File: src/flash_status_params.svh
// Constants for the flash status polling controller
`ifndef FLASH_STATUS_PARAMS_SVH
`define FLASH_STATUS_PARAMS_SVH

// Data bus bit positions of the status flags
`define POLL_BIT_POS 7
`define TOGGLE_BIT_POS 6
`define TIMEOUT_BIT_POS 5
`define SECTOR_TOGGLE_BIT_POS 2

// Reset command value written on the data bus
`define RESET_CMD 16'h00F0

// Bus cycle timing in nanoseconds and clock period
`define CLK_PERIOD_NS 20
`define STROBE_NS 60
`define STROBE_CYC ((`STROBE_NS + `CLK_PERIOD_NS - 1) / `CLK_PERIOD_NS)
`define GAP_NS 40
`define GAP_CYC ((`GAP_NS + `CLK_PERIOD_NS - 1) / `CLK_PERIOD_NS)

`endif

File: src/flash_status_pkg.sv
// Types for the flash status polling controller
package flash_status_pkg;

   typedef enum logic [1:0] {
      MODE_TOGGLE = 2'h0,
      MODE_POLL = 2'h1
   } poll_mode_t;

   typedef enum logic [1:0] {
      RESULT_NONE = 2'h0,
      RESULT_DONE = 2'h1,
      RESULT_FAIL = 2'h2
   } result_t;

endpackage

File: src/flash_bus_cycle.sv
// One read or write cycle on the flash pins, with strobe and recovery timing
`include "flash_status_params.svh"

module flash_bus_cycle #(
   parameter int ADDR_W = 23,
   parameter int DATA_W = 16
) (
   input wire logic clk_i,
   input wire logic reset_i,
   input wire logic start_i,
   input wire logic write_i,
   input wire logic [ADDR_W-1:0] addr_i,
   input wire logic [DATA_W-1:0] wdata_i,
   output logic busy_o,
   output logic done_o,
   output logic [DATA_W-1:0] rdata_o,
   output logic [ADDR_W-1:0] addr_o,
   output logic chip_sel_n_o,
   output logic out_en_n_o,
   output logic write_n_o,
   output logic [DATA_W-1:0] data_o,
   output logic data_oe_o,
   input wire logic [DATA_W-1:0] data_i
);

   localparam logic [3:0] STROBE_CNT = 4'(`STROBE_CYC);
   localparam logic [3:0] GAP_CNT = 4'(`GAP_CYC);

   typedef enum logic [1:0] {
      CYC_IDLE = 2'b00,
      CYC_STROBE = 2'b01,
      CYC_GAP = 2'b11
   } cyc_state_t;

   cyc_state_t state_q;
   logic [3:0] cnt_q;
   logic write_q;
   logic done_q;
   logic [DATA_W-1:0] rdata_q;
   logic [ADDR_W-1:0] addr_q;
   logic [DATA_W-1:0] wdata_q;
   wire cnt_zero = (cnt_q == 4'h0);

   always_ff @(posedge clk_i or posedge reset_i) begin
      if (reset_i) begin
         state_q <= CYC_IDLE;
         cnt_q <= 4'h0;
         write_q <= 1'b0;
         done_q <= 1'b0;
         rdata_q <= '0;
         addr_q <= '0;
         wdata_q <= '0;
      end else begin
         done_q <= 1'b0;
         unique case (state_q)
            CYC_IDLE: begin
               if (start_i) begin
                  state_q <= CYC_STROBE;
                  cnt_q <= STROBE_CNT - 4'h1;
                  write_q <= write_i;
                  addr_q <= addr_i;
                  wdata_q <= wdata_i;
               end
            end
            CYC_STROBE: begin
               if (cnt_zero) begin
                  // Sample read data just before the strobe rises
                  if (!write_q) begin
                     rdata_q <= data_i;
                  end
                  state_q <= CYC_GAP;
                  cnt_q <= GAP_CNT - 4'h1;
               end else begin
                  cnt_q <= cnt_q - 4'h1;
               end
            end
            CYC_GAP: begin
               if (cnt_zero) begin
                  state_q <= CYC_IDLE;
                  done_q <= 1'b1;
               end else begin
                  cnt_q <= cnt_q - 4'h1;
               end
            end
         endcase
      end
   end

   // Each cycle ends with a rising strobe, so every read is a distinct cycle
   assign busy_o = (state_q != CYC_IDLE);
   assign done_o = done_q;
   assign rdata_o = rdata_q;
   assign addr_o = addr_q;
   assign chip_sel_n_o = (state_q != CYC_STROBE);
   assign out_en_n_o = !((state_q == CYC_STROBE) && !write_q);
   assign write_n_o = !((state_q == CYC_STROBE) && write_q);
   assign data_o = wdata_q;
   assign data_oe_o = write_q && (state_q != CYC_IDLE);

endmodule

File: src/flash_status_poller.sv
// Host controller that polls flash program and erase status and aborts on failure
// Behaviour
// - Host reads status at programmed address
// - Erase status read inside chosen sector
// - Reread after polling match for full word
// - Two reads; no toggle means finished
// - Toggling with timeout: recheck, else reset
// - Restart from double read after pause
// - Recheck polling bit after timeout seen
// - Status reads target the busy bank
`include "flash_status_params.svh"

module flash_status_poller #(
   parameter int ADDR_W = 23,
   parameter int DATA_W = 16
) (
   input wire logic clk_i,
   input wire logic reset_i,
   input wire logic start_i,
   input wire logic abandon_i,
   input wire flash_status_pkg::poll_mode_t mode_i,
   input wire logic [ADDR_W-1:0] status_addr_i,
   input wire logic [DATA_W-1:0] expect_data_i,
   output logic busy_o,
   output logic done_o,
   output flash_status_pkg::result_t result_o,
   output logic [DATA_W-1:0] final_data_o,
   output logic sector_erasing_o,
   output logic device_ready_o,
   output logic [ADDR_W-1:0] flash_addr_o,
   output logic flash_chip_sel_n_o,
   output logic flash_out_en_n_o,
   output logic flash_write_n_o,
   output logic [DATA_W-1:0] flash_data_o,
   output logic flash_data_oe_o,
   input wire logic [DATA_W-1:0] flash_data_i,
   input wire logic ready_busy_output_i
);

   // ************************************************************
   // State
   // ************************************************************
   typedef enum logic [2:0] {
      ST_IDLE = 3'b000,
      ST_FIRST = 3'b001,
      ST_SECOND = 3'b011,
      ST_RECHECK = 3'b010,
      ST_FINAL = 3'b110,
      ST_ABORT = 3'b111,
      ST_REPORT = 3'b101
   } poll_state_t;

   poll_state_t state_q;
   poll_state_t state_d;
   flash_status_pkg::poll_mode_t mode_q;
   flash_status_pkg::result_t result_q;
   flash_status_pkg::result_t result_d;
   logic [ADDR_W-1:0] addr_q;
   logic [DATA_W-1:0] expect_q;
   logic [DATA_W-1:0] prev_q;
   logic [DATA_W-1:0] final_q;
   logic sector_q;
   logic issued_q;
   logic ready_q;

   // ************************************************************
   // Bus cycle engine
   // ************************************************************
   logic cyc_busy;
   logic cyc_done;
   logic [DATA_W-1:0] cyc_rdata;
   wire cyc_write = (state_q == ST_ABORT);
   wire cyc_start = !issued_q && !cyc_busy && (state_q != ST_IDLE) && (state_q != ST_REPORT);

   flash_bus_cycle #(
      .ADDR_W(ADDR_W),
      .DATA_W(DATA_W)
   ) u_cycle (
      .clk_i(clk_i),
      .reset_i(reset_i),
      .start_i(cyc_start),
      .write_i(cyc_write),
      .addr_i(addr_q),
      .wdata_i(`RESET_CMD),
      .busy_o(cyc_busy),
      .done_o(cyc_done),
      .rdata_o(cyc_rdata),
      .addr_o(flash_addr_o),
      .chip_sel_n_o(flash_chip_sel_n_o),
      .out_en_n_o(flash_out_en_n_o),
      .write_n_o(flash_write_n_o),
      .data_o(flash_data_o),
      .data_oe_o(flash_data_oe_o),
      .data_i(flash_data_i)
   );

   // ************************************************************
   // Status decode
   // ************************************************************
   function automatic logic toggled(input logic [DATA_W-1:0] a, input logic [DATA_W-1:0] b);
      toggled = a[`TOGGLE_BIT_POS] != b[`TOGGLE_BIT_POS];
   endfunction

   // polling compare: inverted bit means still programming
   wire poll_match = (cyc_rdata[`POLL_BIT_POS] == expect_q[`POLL_BIT_POS]);
   wire timeout_seen = cyc_rdata[`TIMEOUT_BIT_POS];
   wire toggling = toggled(prev_q, cyc_rdata);
   wire is_poll = (mode_q == flash_status_pkg::MODE_POLL);
   // sector toggle flips only inside chosen sectors
   wire sector_flip = prev_q[`SECTOR_TOGGLE_BIT_POS] != cyc_rdata[`SECTOR_TOGGLE_BIT_POS];
   wire op_done = is_poll ? poll_match : !toggling;

   always_comb begin
      state_d = state_q;
      result_d = result_q;
      unique case (state_q)
         ST_IDLE: begin
            if (start_i) begin
               // every start begins at the first read
               state_d = ST_FIRST;
               result_d = flash_status_pkg::RESULT_NONE;
            end
         end
         ST_FIRST: begin
            if (cyc_done) begin
               state_d = ST_SECOND;
            end
         end
         ST_SECOND: begin
            if (cyc_done) begin
               // finished: no toggle between two reads in toggle mode, or the polling bit matches in poll mode
               if (op_done) begin
                  state_d = ST_FINAL;
               end else if (timeout_seen) begin
                  // timeout seen, check status once more
                  state_d = ST_RECHECK;
               end else if (abandon_i) begin
                  state_d = ST_IDLE;
               end else begin
                  state_d = ST_SECOND;
               end
            end
         end
         ST_RECHECK: begin
            if (cyc_done) begin
               if (op_done) begin
                  state_d = ST_FINAL;
               end else begin
                  // still busy after timeout: reset the device
                  state_d = ST_ABORT;
               end
            end
         end
         ST_FINAL: begin
            // one more read for a valid full word
            if (cyc_done) begin
               state_d = ST_REPORT;
               result_d = flash_status_pkg::RESULT_DONE;
            end
         end
         ST_ABORT: begin
            if (cyc_done) begin
               state_d = ST_REPORT;
               result_d = flash_status_pkg::RESULT_FAIL;
            end
         end
         ST_REPORT: begin
            state_d = ST_IDLE;
         end
         default: begin
            state_d = ST_IDLE;
         end
      endcase
   end

   // ************************************************************
   // Registers
   // ************************************************************
   always_ff @(posedge clk_i or posedge reset_i) begin
      if (reset_i) begin
         state_q <= ST_IDLE;
         mode_q <= flash_status_pkg::MODE_TOGGLE;
         result_q <= flash_status_pkg::RESULT_NONE;
         addr_q <= '0;
         expect_q <= '0;
         prev_q <= '0;
         final_q <= '0;
         sector_q <= 1'b0;
         issued_q <= 1'b0;
         ready_q <= 1'b1;
      end else begin
         state_q <= state_d;
         result_q <= result_d;
         ready_q <= ready_busy_output_i;
         if (cyc_start) begin
            issued_q <= 1'b1;
         end else if (cyc_done) begin
            issued_q <= 1'b0;
         end
         if (state_q == ST_IDLE && start_i) begin
            // reads go to the caller's status address
            addr_q <= status_addr_i;
            expect_q <= expect_data_i;
            mode_q <= mode_i;
            sector_q <= 1'b0;
         end
         if (cyc_done && !cyc_write) begin
            prev_q <= cyc_rdata;
            if (state_q != ST_FIRST) begin
               sector_q <= sector_flip;
            end
            if (state_q == ST_FINAL) begin
               final_q <= cyc_rdata;
            end
         end
      end
   end

   // ************************************************************
   // Outputs
   // ************************************************************
   assign busy_o = (state_q != ST_IDLE);
   assign done_o = (state_q == ST_REPORT);
   assign result_o = result_q;
   assign final_data_o = final_q;
   assign sector_erasing_o = sector_q;
   // pin pulled high when no device drives it low
   assign device_ready_o = ready_q;

endmodule

File: config.mk
export PLATFORM = sky130hd
export DESIGN_NAME = flash_status_poller
export DESIGN_NICKNAME = d
export VERILOG_FILES = /design/src/flash_status_pkg.sv /design/src/flash_bus_cycle.sv /design/src/flash_status_poller.sv
export VERILOG_INCLUDE_DIRS = /design/src
export SDC_FILE = /design/constraint.sdc
export NUM_CORES = 1
export LEC_CHECK = 0
export BUFFER_PORTS_ARGS = -buffer_cell sky130_fd_sc_hd__buf_2
export CAP_MARGIN = 5
export CORE_ASPECT_RATIO = 0.8
export CORE_UTILIZATION = 56
export DETAILED_ROUTE_END_ITERATION = 10
export MAX_ROUTING_LAYER = met4
export PLACE_DENSITY = 0.88
export SLEW_MARGIN = 20
export SYNTH_ARGS = -nofsm -noshare
export SYNTH_HDL_FRONTEND = slang
export SYNTH_SLANG_ARGS = --single-unit
export TNS_END_PERCENT = 1
File: constraint.sdc
create_clock -name clk_i -period 7.8 [get_ports clk_i]
set_clock_uncertainty 0.15 [all_clocks]
set_input_delay 0.39 -clock clk_i [delete_from_list [all_inputs] [get_ports clk_i]]
set_output_delay 0.39 -clock clk_i [all_outputs]
set_load 0.02 [all_outputs]
After elaboration in Yosys (flattened, before gate mapping)
Cells that the tools add are included.

storage, ports and cells
  word-level logic and storage cells = 105
  register bits = 112
  input bits = 62

operators by class
  muxes and demuxes = 30
  eq/ne operators = 26
  reductions and logical operators = 30
  bitwise gates (word level) = 1
  add/sub/neg operators = 1

operators by type and width
  kind                                                  count
  2-to-1 mux 3 bit                                      6
  != test 2 x 1 -> 1 bit (second input constant)        9
  2-to-1 mux 2 bit                                      8
  one-hot mux 3 bit (5 select lines)                    1
  2-to-1 mux 4 bit                                      3
  one-hot mux 2 bit (3 select lines)                    2
  one-hot mux 4 bit (3 select lines)                    1
  equality test 3 bit (second input constant)           3
  2-to-1 mux 1 bit                                      9
  logical AND 1 bit                                     8
  logical NOT 1 bit                                     7
  equality test 3 x 2 -> 1 bit (second input constant)  2
  != test 2 bit (second input constant)                 3
  AND reduction 2 bit                                   3
  AND reduction 3 bit                                   2
  nonzero test 3 bit                                    2
  AND reduction 5 bit                                   1
  equality test 2 x 1 -> 1 bit (second input constant)  2
  logical NOT 4 bit                                     1
  AND reduction 4 bit                                   1
  nonzero test 2 bit                                    2
  subtractor 4 x 1 -> 4 bit (second input constant)     1
  equality test 3 x 1 -> 1 bit (second input constant)  1
  logical NOT 3 bit                                     1
  8 further kinds                                       9

Depth between registers and ports, before layout
Gate-level depths: netlist of the first run.

  depth in word-level cells = 7
  gate-level depth with buffers = 6
  depth with buffers taken out = 5

Modules after synthesis
A second synthesis of the first run with hierarchy kept.

second synthesis, totals
  cell total of the unflattened synthesis = 319
  area total of the unflattened synthesis = 4,783.3 um2

by module, submodules not included
  module               area each (um2)  cells each  instances  seq. area each (um2)
  flash_bus_cycle      2,541.2          162         1          1,576.5
  flash_status_poller  2,242.2          157         1          1,302.5

Least setup slack after synthesis of the first run
OpenSTA, ideal clock, no wires.

  path type = register -> register
  start = register u_cycle.cnt_q[0]
  end = register u_cycle.rdata_q[0], in the netlist u_cycle.rdata_o[0]
  path buffers = 1
  arrival = 1,628 ps
  required time = 7,525 ps
  slack = 5,897 ps
  stages on the path, launching flop included = 7
  path through = dfrtp_1 -> inv_1 -> ha_1 -> nor3b_4 -> nand3b_4 -> buf_6 -> mux2_4

on the way
  cells in the longest elaborated chain, start to end = 2

RTL lines
  element                               RTL line               RTL
  start: declaration                    flash_bus_cycle.sv:36  logic [3:0] cnt_q;
  start signal: assignment              flash_bus_cycle.sv:59  cnt_q <= STROBE_CNT - 4'h1;
  start signal: assignment              flash_bus_cycle.sv:72  cnt_q <= GAP_CNT - 4'h1;
  start signal: assignment              flash_bus_cycle.sv:74  cnt_q <= cnt_q - 4'h1;
  logical NOT 4 bit                     flash_bus_cycle.sv:42  wire cnt_zero = (cnt_q == 4'h0);
  AND reduction 3 bit (no source line)  -
  end signal: assignment                flash_bus_cycle.sv:69  rdata_q <= data_i;
  end: declaration                      flash_bus_cycle.sv:39  logic [DATA_W-1:0] rdata_q;

No other way between the ends.
A chain may end at the register's enable or synchronous reset.

Final worst setup path of the first run
  start = register state_q[1]
  end = register final_q[10], in the netlist final_data_o[10]

on the way
  cells in the longest elaborated chain, start to end = 4

RTL lines
  element                                   RTL line                    RTL
  start: declaration                        flash_status_poller.sv:53   poll_state_t state_q;
  start signal: assignment                  flash_status_poller.sv:192  state_q <= state_d;
  equality test 3 bit                       flash_status_poller.sv:72   wire cyc_write = (state_q == ST_ABORT);
  logical NOT 1 bit                         flash_status_poller.sv:207  if (cyc_done && !cyc_write) begin
  logical AND 1 bit                         flash_status_poller.sv:207
  AND reduction 2 bit (no source line) (*)  -
  end signal: assignment                    flash_status_poller.sv:213  final_q <= cyc_rdata;
  end: declaration                          flash_status_poller.sv:61   logic [DATA_W-1:0] final_q;

Every way passes the cells marked *; elsewhere a longest branch is shown, timed or not.

==> results_dict.tcl, run 1 <==
set metrics [dict create \
    core-area_sq_um 7460 \
    pin_count 127 \
    yosys-top-cells-area "dfrtp_1 (57%), mux2_2 (19%), mux2_4 (3.5%), buf_4 (2.8%), buf_6 (1.3%)" \
    gp_congestion 0.751 \
    gr-total-overflow 0 \
    seqPwrFrac_pct 47.8 \
    routedWlPerCell_um 15.4 \
    min_path_type "primary input to register" \
    report.power.total_w 0.00188 \
    netSwitchingPower_w 0.000676 \
    crit_arrival_ps 2290 \
    drv_cap 0 \
    worst_slack_ps 5600 \
    synth_top_cell_area_share_pct 56.9 \
    synth_top_family_by_area "multiplexers" \
    synthXorXnorAreaFrac_pct 1.38 \
    hpwl_um 5460 \
    clk_latency_ps 360 \
    n_antenna_cell 0 \
    status "finished, final reports clean" \
    place_ws_ps 5630 \
    synth_seq_cells 100 \
    power.density_nw_per_um2 375 \
    num_rows 28 \
    cp.required_ps 7890 \
    via_per_inst 5.20 \
    min_period_ps 2200 \
    cts.sinks 100 \
    dr.pass1.iters 4 \
    dieArea_sq_um 8130 \
    endpoint_kind "register" \
    post_cts_buffers 0 \
    p_sw_share_pct 35.9 \
    clk_pin_slew_worst_paths_ps 110 \
    grt.total_usage_pct 21.7 \
    num_vias 2647 \
    cts.path.max_buffers 2 \
    synth_area_sq_um 4350 \
    seq_area_frac_synth_pct 57.5 \
    cts-root-buf "clkbuf_8" \
    setup_viol 0 \
    antenna_found_initial 0 \
    final_nets 463 \
    clockPowerShare_pct 16.5 \
    finalHoldViolCount 0 \
    cts_buffers 9 \
    finalSetupTns_ps 0 \
    path_buf_inv 0 \
    dpl-instance-area_sq_um 4820 \
    synth_cell_type_count 50 \
    route.detailed.drc 0 \
    max-vdd-ir-drop_mv 0.208 \
    r2r-start "state_q[1]" \
    min_period_over_period_pct 28.2 \
    synth-edff-count 0 \
    cts_resized 0 \
    syn_avg_cell_area_sq_um 14.4 \
    wl_um 7860 \
    path_delay_family "flip-flops" \
    leakage_nw 2.53 \
    grt_pass1_vias 2741 \
    start_kind "register" \
    cp-startpoint "state_q[1]" \
    cp_max_fo 18 \
    async_flop_share_pct 100 \
    combPwrFrac_pct 35.7 \
    hold_path_startpoint "status_addr_i[19]" \
    cts_tree "built" \
    rr_endpoint "final_data_o[10]" \
    start_util_pct 58.3 \
    final_antenna_net_count 0 \
    yosys_warnings 0 \
    yosys.area.top_type "dfrtp_1" \
    final_cell_mix "dfrtp_1 (99), buf_2 (99), mux2_2 (72)" \
    grt_pass1_wl_um 13100 \
    min_to "addr_q[19]" \
    rsz0062_at_grt "no" \
    max_stage_delay_ps 770 \
    p_int_w 0.00121 \
    drt_iter0_markers 95 \
    synthFlopType "dfrtp_1" \
    h-tree-depth 3 \
    timing.slew.headroom_pct 56.2 \
    muxShareOfSynthArea_pct 23.3 \
    numPortBuffers 99 \
    slew_violations 0 \
    yosys.area_share.adder_pct 0.575 \
    die_w_um 101 \
    syn_inst 303 \
    slowest_stage "dfrtp_1" \
    max_freq_mhz 455 \
    reg2reg_depth 2 \
    synth_compound_area_share_pct 4.43 \
    finish.instance_area_sq_um 5030 \
    whs_path_depth 2 \
    layout-drive-gt1-share_pct 51.5 \
    fillers 572 \
    worst_pin_slew_ps 656 \
    yosys.area_share.simple_pct 7.10 \
    crit_type "register to register" \
    ff2ff_setup_slack_ps 5600 \
    fp.dieH_um 80.8 \
    hold_buffers 2 \
    crit_chain "nand4b_2, mux2_2" \
    grt_max_degree 54 \
    synthToLayoutAreaGrowth_pct 15.6 \
]
sequential cells by signal, summed over array words and instances, names as in the netlist:
register          cells
result_o              2
u_cycle.state_q       2
expect_q              1
u_cycle.write_q       1
issued_q              1
final_data_o         16
device_ready_o        1
sector_erasing_o      1
prev_q                2
u_cycle.data_o        1
u_cycle.rdata_o      16
state_q               3
mode_q                2
u_cycle.done_o        1
u_cycle.cnt_q         4
addr_q               23
u_cycle.addr_o       23
Yosys cell counts, types with 3 or more instances:
master    count
buf_6         5
and2_1        3
buf_4        16
nand2_1       7
mux2i_1       4
buf_2         6
mux2_2       72
nand2b_1      9
o21ai_0       7
a21oi_1       5
xnor2_1       4
dfrtp_1      99
nor2_1        5
inv_1         8
mux2_4       10
metal layers:
layer  part of all wire (%)  vias up  wire length [um]  GRT usage, %
li1                       -     1220                 -             -
met1                     44     1335              3490          26.7
met2                     50       81              3950          36.4
met3                    4.1       11               323          5.25
met4                    1.1        0                90          6.09
met5                      0        -                 0             -
layout make-up:
class | instances | area [sq um] | area share (%)
Multi-Input combinational cell | 177 | 1640 | 32.7
Sequential cell | 100 | 2500 | 49.8
Inverter | 8 | 32.5 | 0.647
Timing Repair Buffer | 103 | 531 | 10.5
Tap cell | 105 | 131 | 2.61
Clock inverter | 5 | 45.0 | 0.896
Clock buffer | 11 | 141 | 2.81
cell families (layout without fill, tap and decap cells):
group / after synthesis / in the layout
AOI/OAI and AO/OA: 27 / 27
xor gates and xnor gates: 6 / 6
adders and majority gates: 2 / 2
buffers and inverters: 37 / 127
DFF: 100 / 100
muxes: 87 / 87
other: 1 / 12
and+or+nand+nor: 43 / 43
power by group through the flow:
stage / Combinational, W / Clock (W) / Sequential, W
2_1_floorplan: 0.000484 / 0 / 0.000927
3_3_place_gp: 0.000648 / 0 / 0.000887
3_5_place_dp: 0.000678 / 0 / 0.000910
4_1_cts: 0.000683 / 0.000319 / 0.000902
5_1_grt: 0.000735 / 0.000340 / 0.000935
6_report: 0.000673 / 0.000310 / 0.000901
per-stage QoR:
step                      hold WS, ps  cells  utilization, %
after floorplan                   244    314               -
after global placement            315    491            64.6
after detailed placement          333    491            64.6
after CTS                        85.3    509            67.4
after global routing             77.9    509            67.4
final                             101    509            67.4
worst max path at each step:
| stage | to | cells past startpoint |
|---|---|---|
| after floorplan | addr_q[0] | 1 |
| after global placement | u_cycle.rdata_o[3] | 5 |
| after detailed placement | u_cycle.addr_o[12] | 3 |
| after CTS | final_data_o[10] | 2 |
| after global routing | final_data_o[15] | 2 |
| final | final_data_o[10] | 2 |
(Power assumes the default switching activity.)
==> run 2: changes to the inputs <==
CORE_UTILIZATION = 47   (was 56)
PLACE_DENSITY = 0.79   (was 0.88)
clock period = 1.96 ns   (was 7.8 ns; I/O delays follow)
==> run 2 against run 1 <==
Sequential share of layout area is 6.0 points lower. Die area is 19% higher. Critical path depth is 3 higher. Routed wire length is 8.7% higher. Combinational power grew to 4.1 times the previous value. Cell area is 14% higher. Flip-flop and latch count stayed put. Hold slack better by 25 ps. Critical path type unchanged.
==> results_dict.tcl, run 2 (same netlist as run 1, synthesis figures left out) <==
set metrics [dict create \
    gp_congestion 0.750 \
    finalHoldViolCount 0 \
    cts.path.max_buffers 2 \
    gr-total-overflow 0 \
    route.detailed.drc 0 \
    max_stage_delay_ps 430 \
    final_nets 515 \
    grt_pass1_vias 2893 \
    fp.dieH_um 88.1 \
    place_ws_ps 56.1 \
    finalSetupTns_ps 0 \
    p_sw_share_pct 33.3 \
    layout-drive-gt1-share_pct 48.5 \
    slowest_stage "dfrtp_2" \
    p_int_w 0.00537 \
    clockPowerShare_pct 22.2 \
    pin_count 127 \
    power.density_nw_per_um2 1410 \
    cp_max_fo 16 \
    grt.total_usage_pct 19.8 \
    path_buf_inv 1 \
    cts.sinks 100 \
    core-area_sq_um 9040 \
    synthToLayoutAreaGrowth_pct 31.5 \
    wl_met3_um 384 \
    min_period_over_period_pct 94.3 \
    routedWlPerCell_um 15.0 \
    max_freq_mhz 541 \
    dieArea_sq_um 9650 \
    timing.slew.headroom_pct 65.5 \
    setup_viol 0 \
    cp.required_ps 2030 \
    wl_met2_um 4310 \
    min_period_ps 1850 \
    combPwrFrac_pct 34.6 \
    leakage_nw 2.83 \
    max-vdd-ir-drop_mv 0.717 \
    start_kind "register" \
    clk_latency_ps 330 \
    hpwl_um 5350 \
    h-tree-depth 3 \
    fillers 693 \
    seqPwrFrac_pct 43.2 \
    worst_pin_slew_ps 517 \
    antenna_found_initial 0 \
    via_per_inst 4.95 \
    final_antenna_net_count 0 \
    cts-root-buf "clkbuf_16" \
    n_antenna_cell 0 \
    numPortBuffers 99 \
    die_w_um 110 \
    start_util_pct 48.1 \
    endpoint_kind "register" \
    path_delay_family "simple AND/OR/NAND/NOR gates" \
    grt_pass1_wl_um 14000 \
    layout_commonest_cell "buf_2" \
    worst_slack_ps 111 \
    dr.pass1.iters 4 \
    slew_violations 0 \
    crit_type "register to register" \
    rsz0062_at_grt "no" \
    wl_um 8540 \
    drt_iter0_markers 56 \
    seqCellArea_sq_um 2500 \
    crit_chain "inv_2, ha_1, nor3b_4, nand3b_4, mux2_4" \
    post_cts_buffers 0 \
    status "finished, final reports clean" \
    drt-met1-wl_um 3740 \
    netSwitchingPower_w 0.00268 \
    multi_input_area_sq_um 1650 \
    clk_pin_slew_worst_paths_ps 70 \
    min_path_type "primary input to register" \
    cts_tree "built" \
    cts_buffers 9 \
    drv_cap 0 \
    grt_max_degree 100 \
    num_rows 31 \
    route.top_layer_used "met4" \
    crit_arrival_ps 1920 \
    final_cell_mix "buf_2 (99), dfrtp_1 (98), mux2_2 (72)" \
    num_vias 2829 \
]
-- run 2: cell types whose count changed in the layout (fill, tap and decap cells not counted), sizes merged --
| cell | before | now |
|---|---|---|
| dlygate4sd3 | 2 | 45 |
| bufinv | 0 | 1 |
| clkinv | 1 | 2 |
| clkbuf | 11 | 9 |
| inv | 11 | 9 |
| buf | 101 | 110 |
| clkinvlp | 1 | 3 |
-- run 2: layout make-up --
type / count / area share (%)
timing repair buffer: 155 / 18.8
clock buffer: 9 / 3.94
tap: 115 / 2.51
multi-input combinational: 177 / 28.9
inverter: 8 / 0.590
clock inverter: 7 / 1.44
sequential: 100 / 43.8
-- run 2: what timing repair did --
item,CTS,global route
hold endpoints to repair,144,0
hold buffers,45,0
gates resized for setup,0,4
setup endpoints to repair,0,32
-- run 2: path summary, 6_finish.rpt --
kind                             startpoint                 end  slack (ps)  cells after the start
max in group asynchronous           reset_i    u_cycle.cnt_q[0]         900                      4
min in group asynchronous           reset_i      device_ready_o         220                      3
min reg2reg                       addr_q[4]           addr_q[4]         340                      1
min                                 start_i          state_q[0]         130                      4
max reg2reg                u_cycle.cnt_q[0]  u_cycle.rdata_o[1]         110                      5
max                        u_cycle.cnt_q[0]  u_cycle.rdata_o[1]         110                      5
-- run 2: per-layer routing --
metal  up-vias  global-route usage (%)
met5         -                       -
met4         0                    5.70
met3        10                    4.46
met2        83                    32.7
met1      1412                    24.6
li1       1324                       -
-- run 2: stage by stage --
stage | power, W | util (%) | cell area, sq um | hold slack (ps) | instances
after floorplan | 0.00561 | - | 4400 | -47.5 | 314
after global placement | 0.00605 | 54.8 | 4950 | -3.07 | 510
after detailed placement | 0.00623 | 54.8 | 4950 | 5.83 | 510
after CTS | 0.00810 | 63.2 | 5710 | 108 | 571
after global routing | 0.00857 | 63.3 | 5720 | 124 | 571
final | 0.00805 | 63.3 | 5720 | 126 | 571
-- run 2: tightest hold or removal path: cells and delay by family --
kind / cells / cell delay [ps]
compound gates: 2 / 290
buf+inv: 1 / 120
simple gates: 1 / 60
-- run 2: power by group through the flow --
stage	Sequential, W	Clock, W	Combinational, W
6_report	0.00348	0.00178	0.00279
5_1_grt	0.00361	0.00192	0.00304
4_1_cts	0.00346	0.00183	0.00281
3_5_place_dp	0.00350	0	0.00273
3_3_place_gp	0.00342	0	0.00262
2_1_floorplan	0.00369	0	0.00192
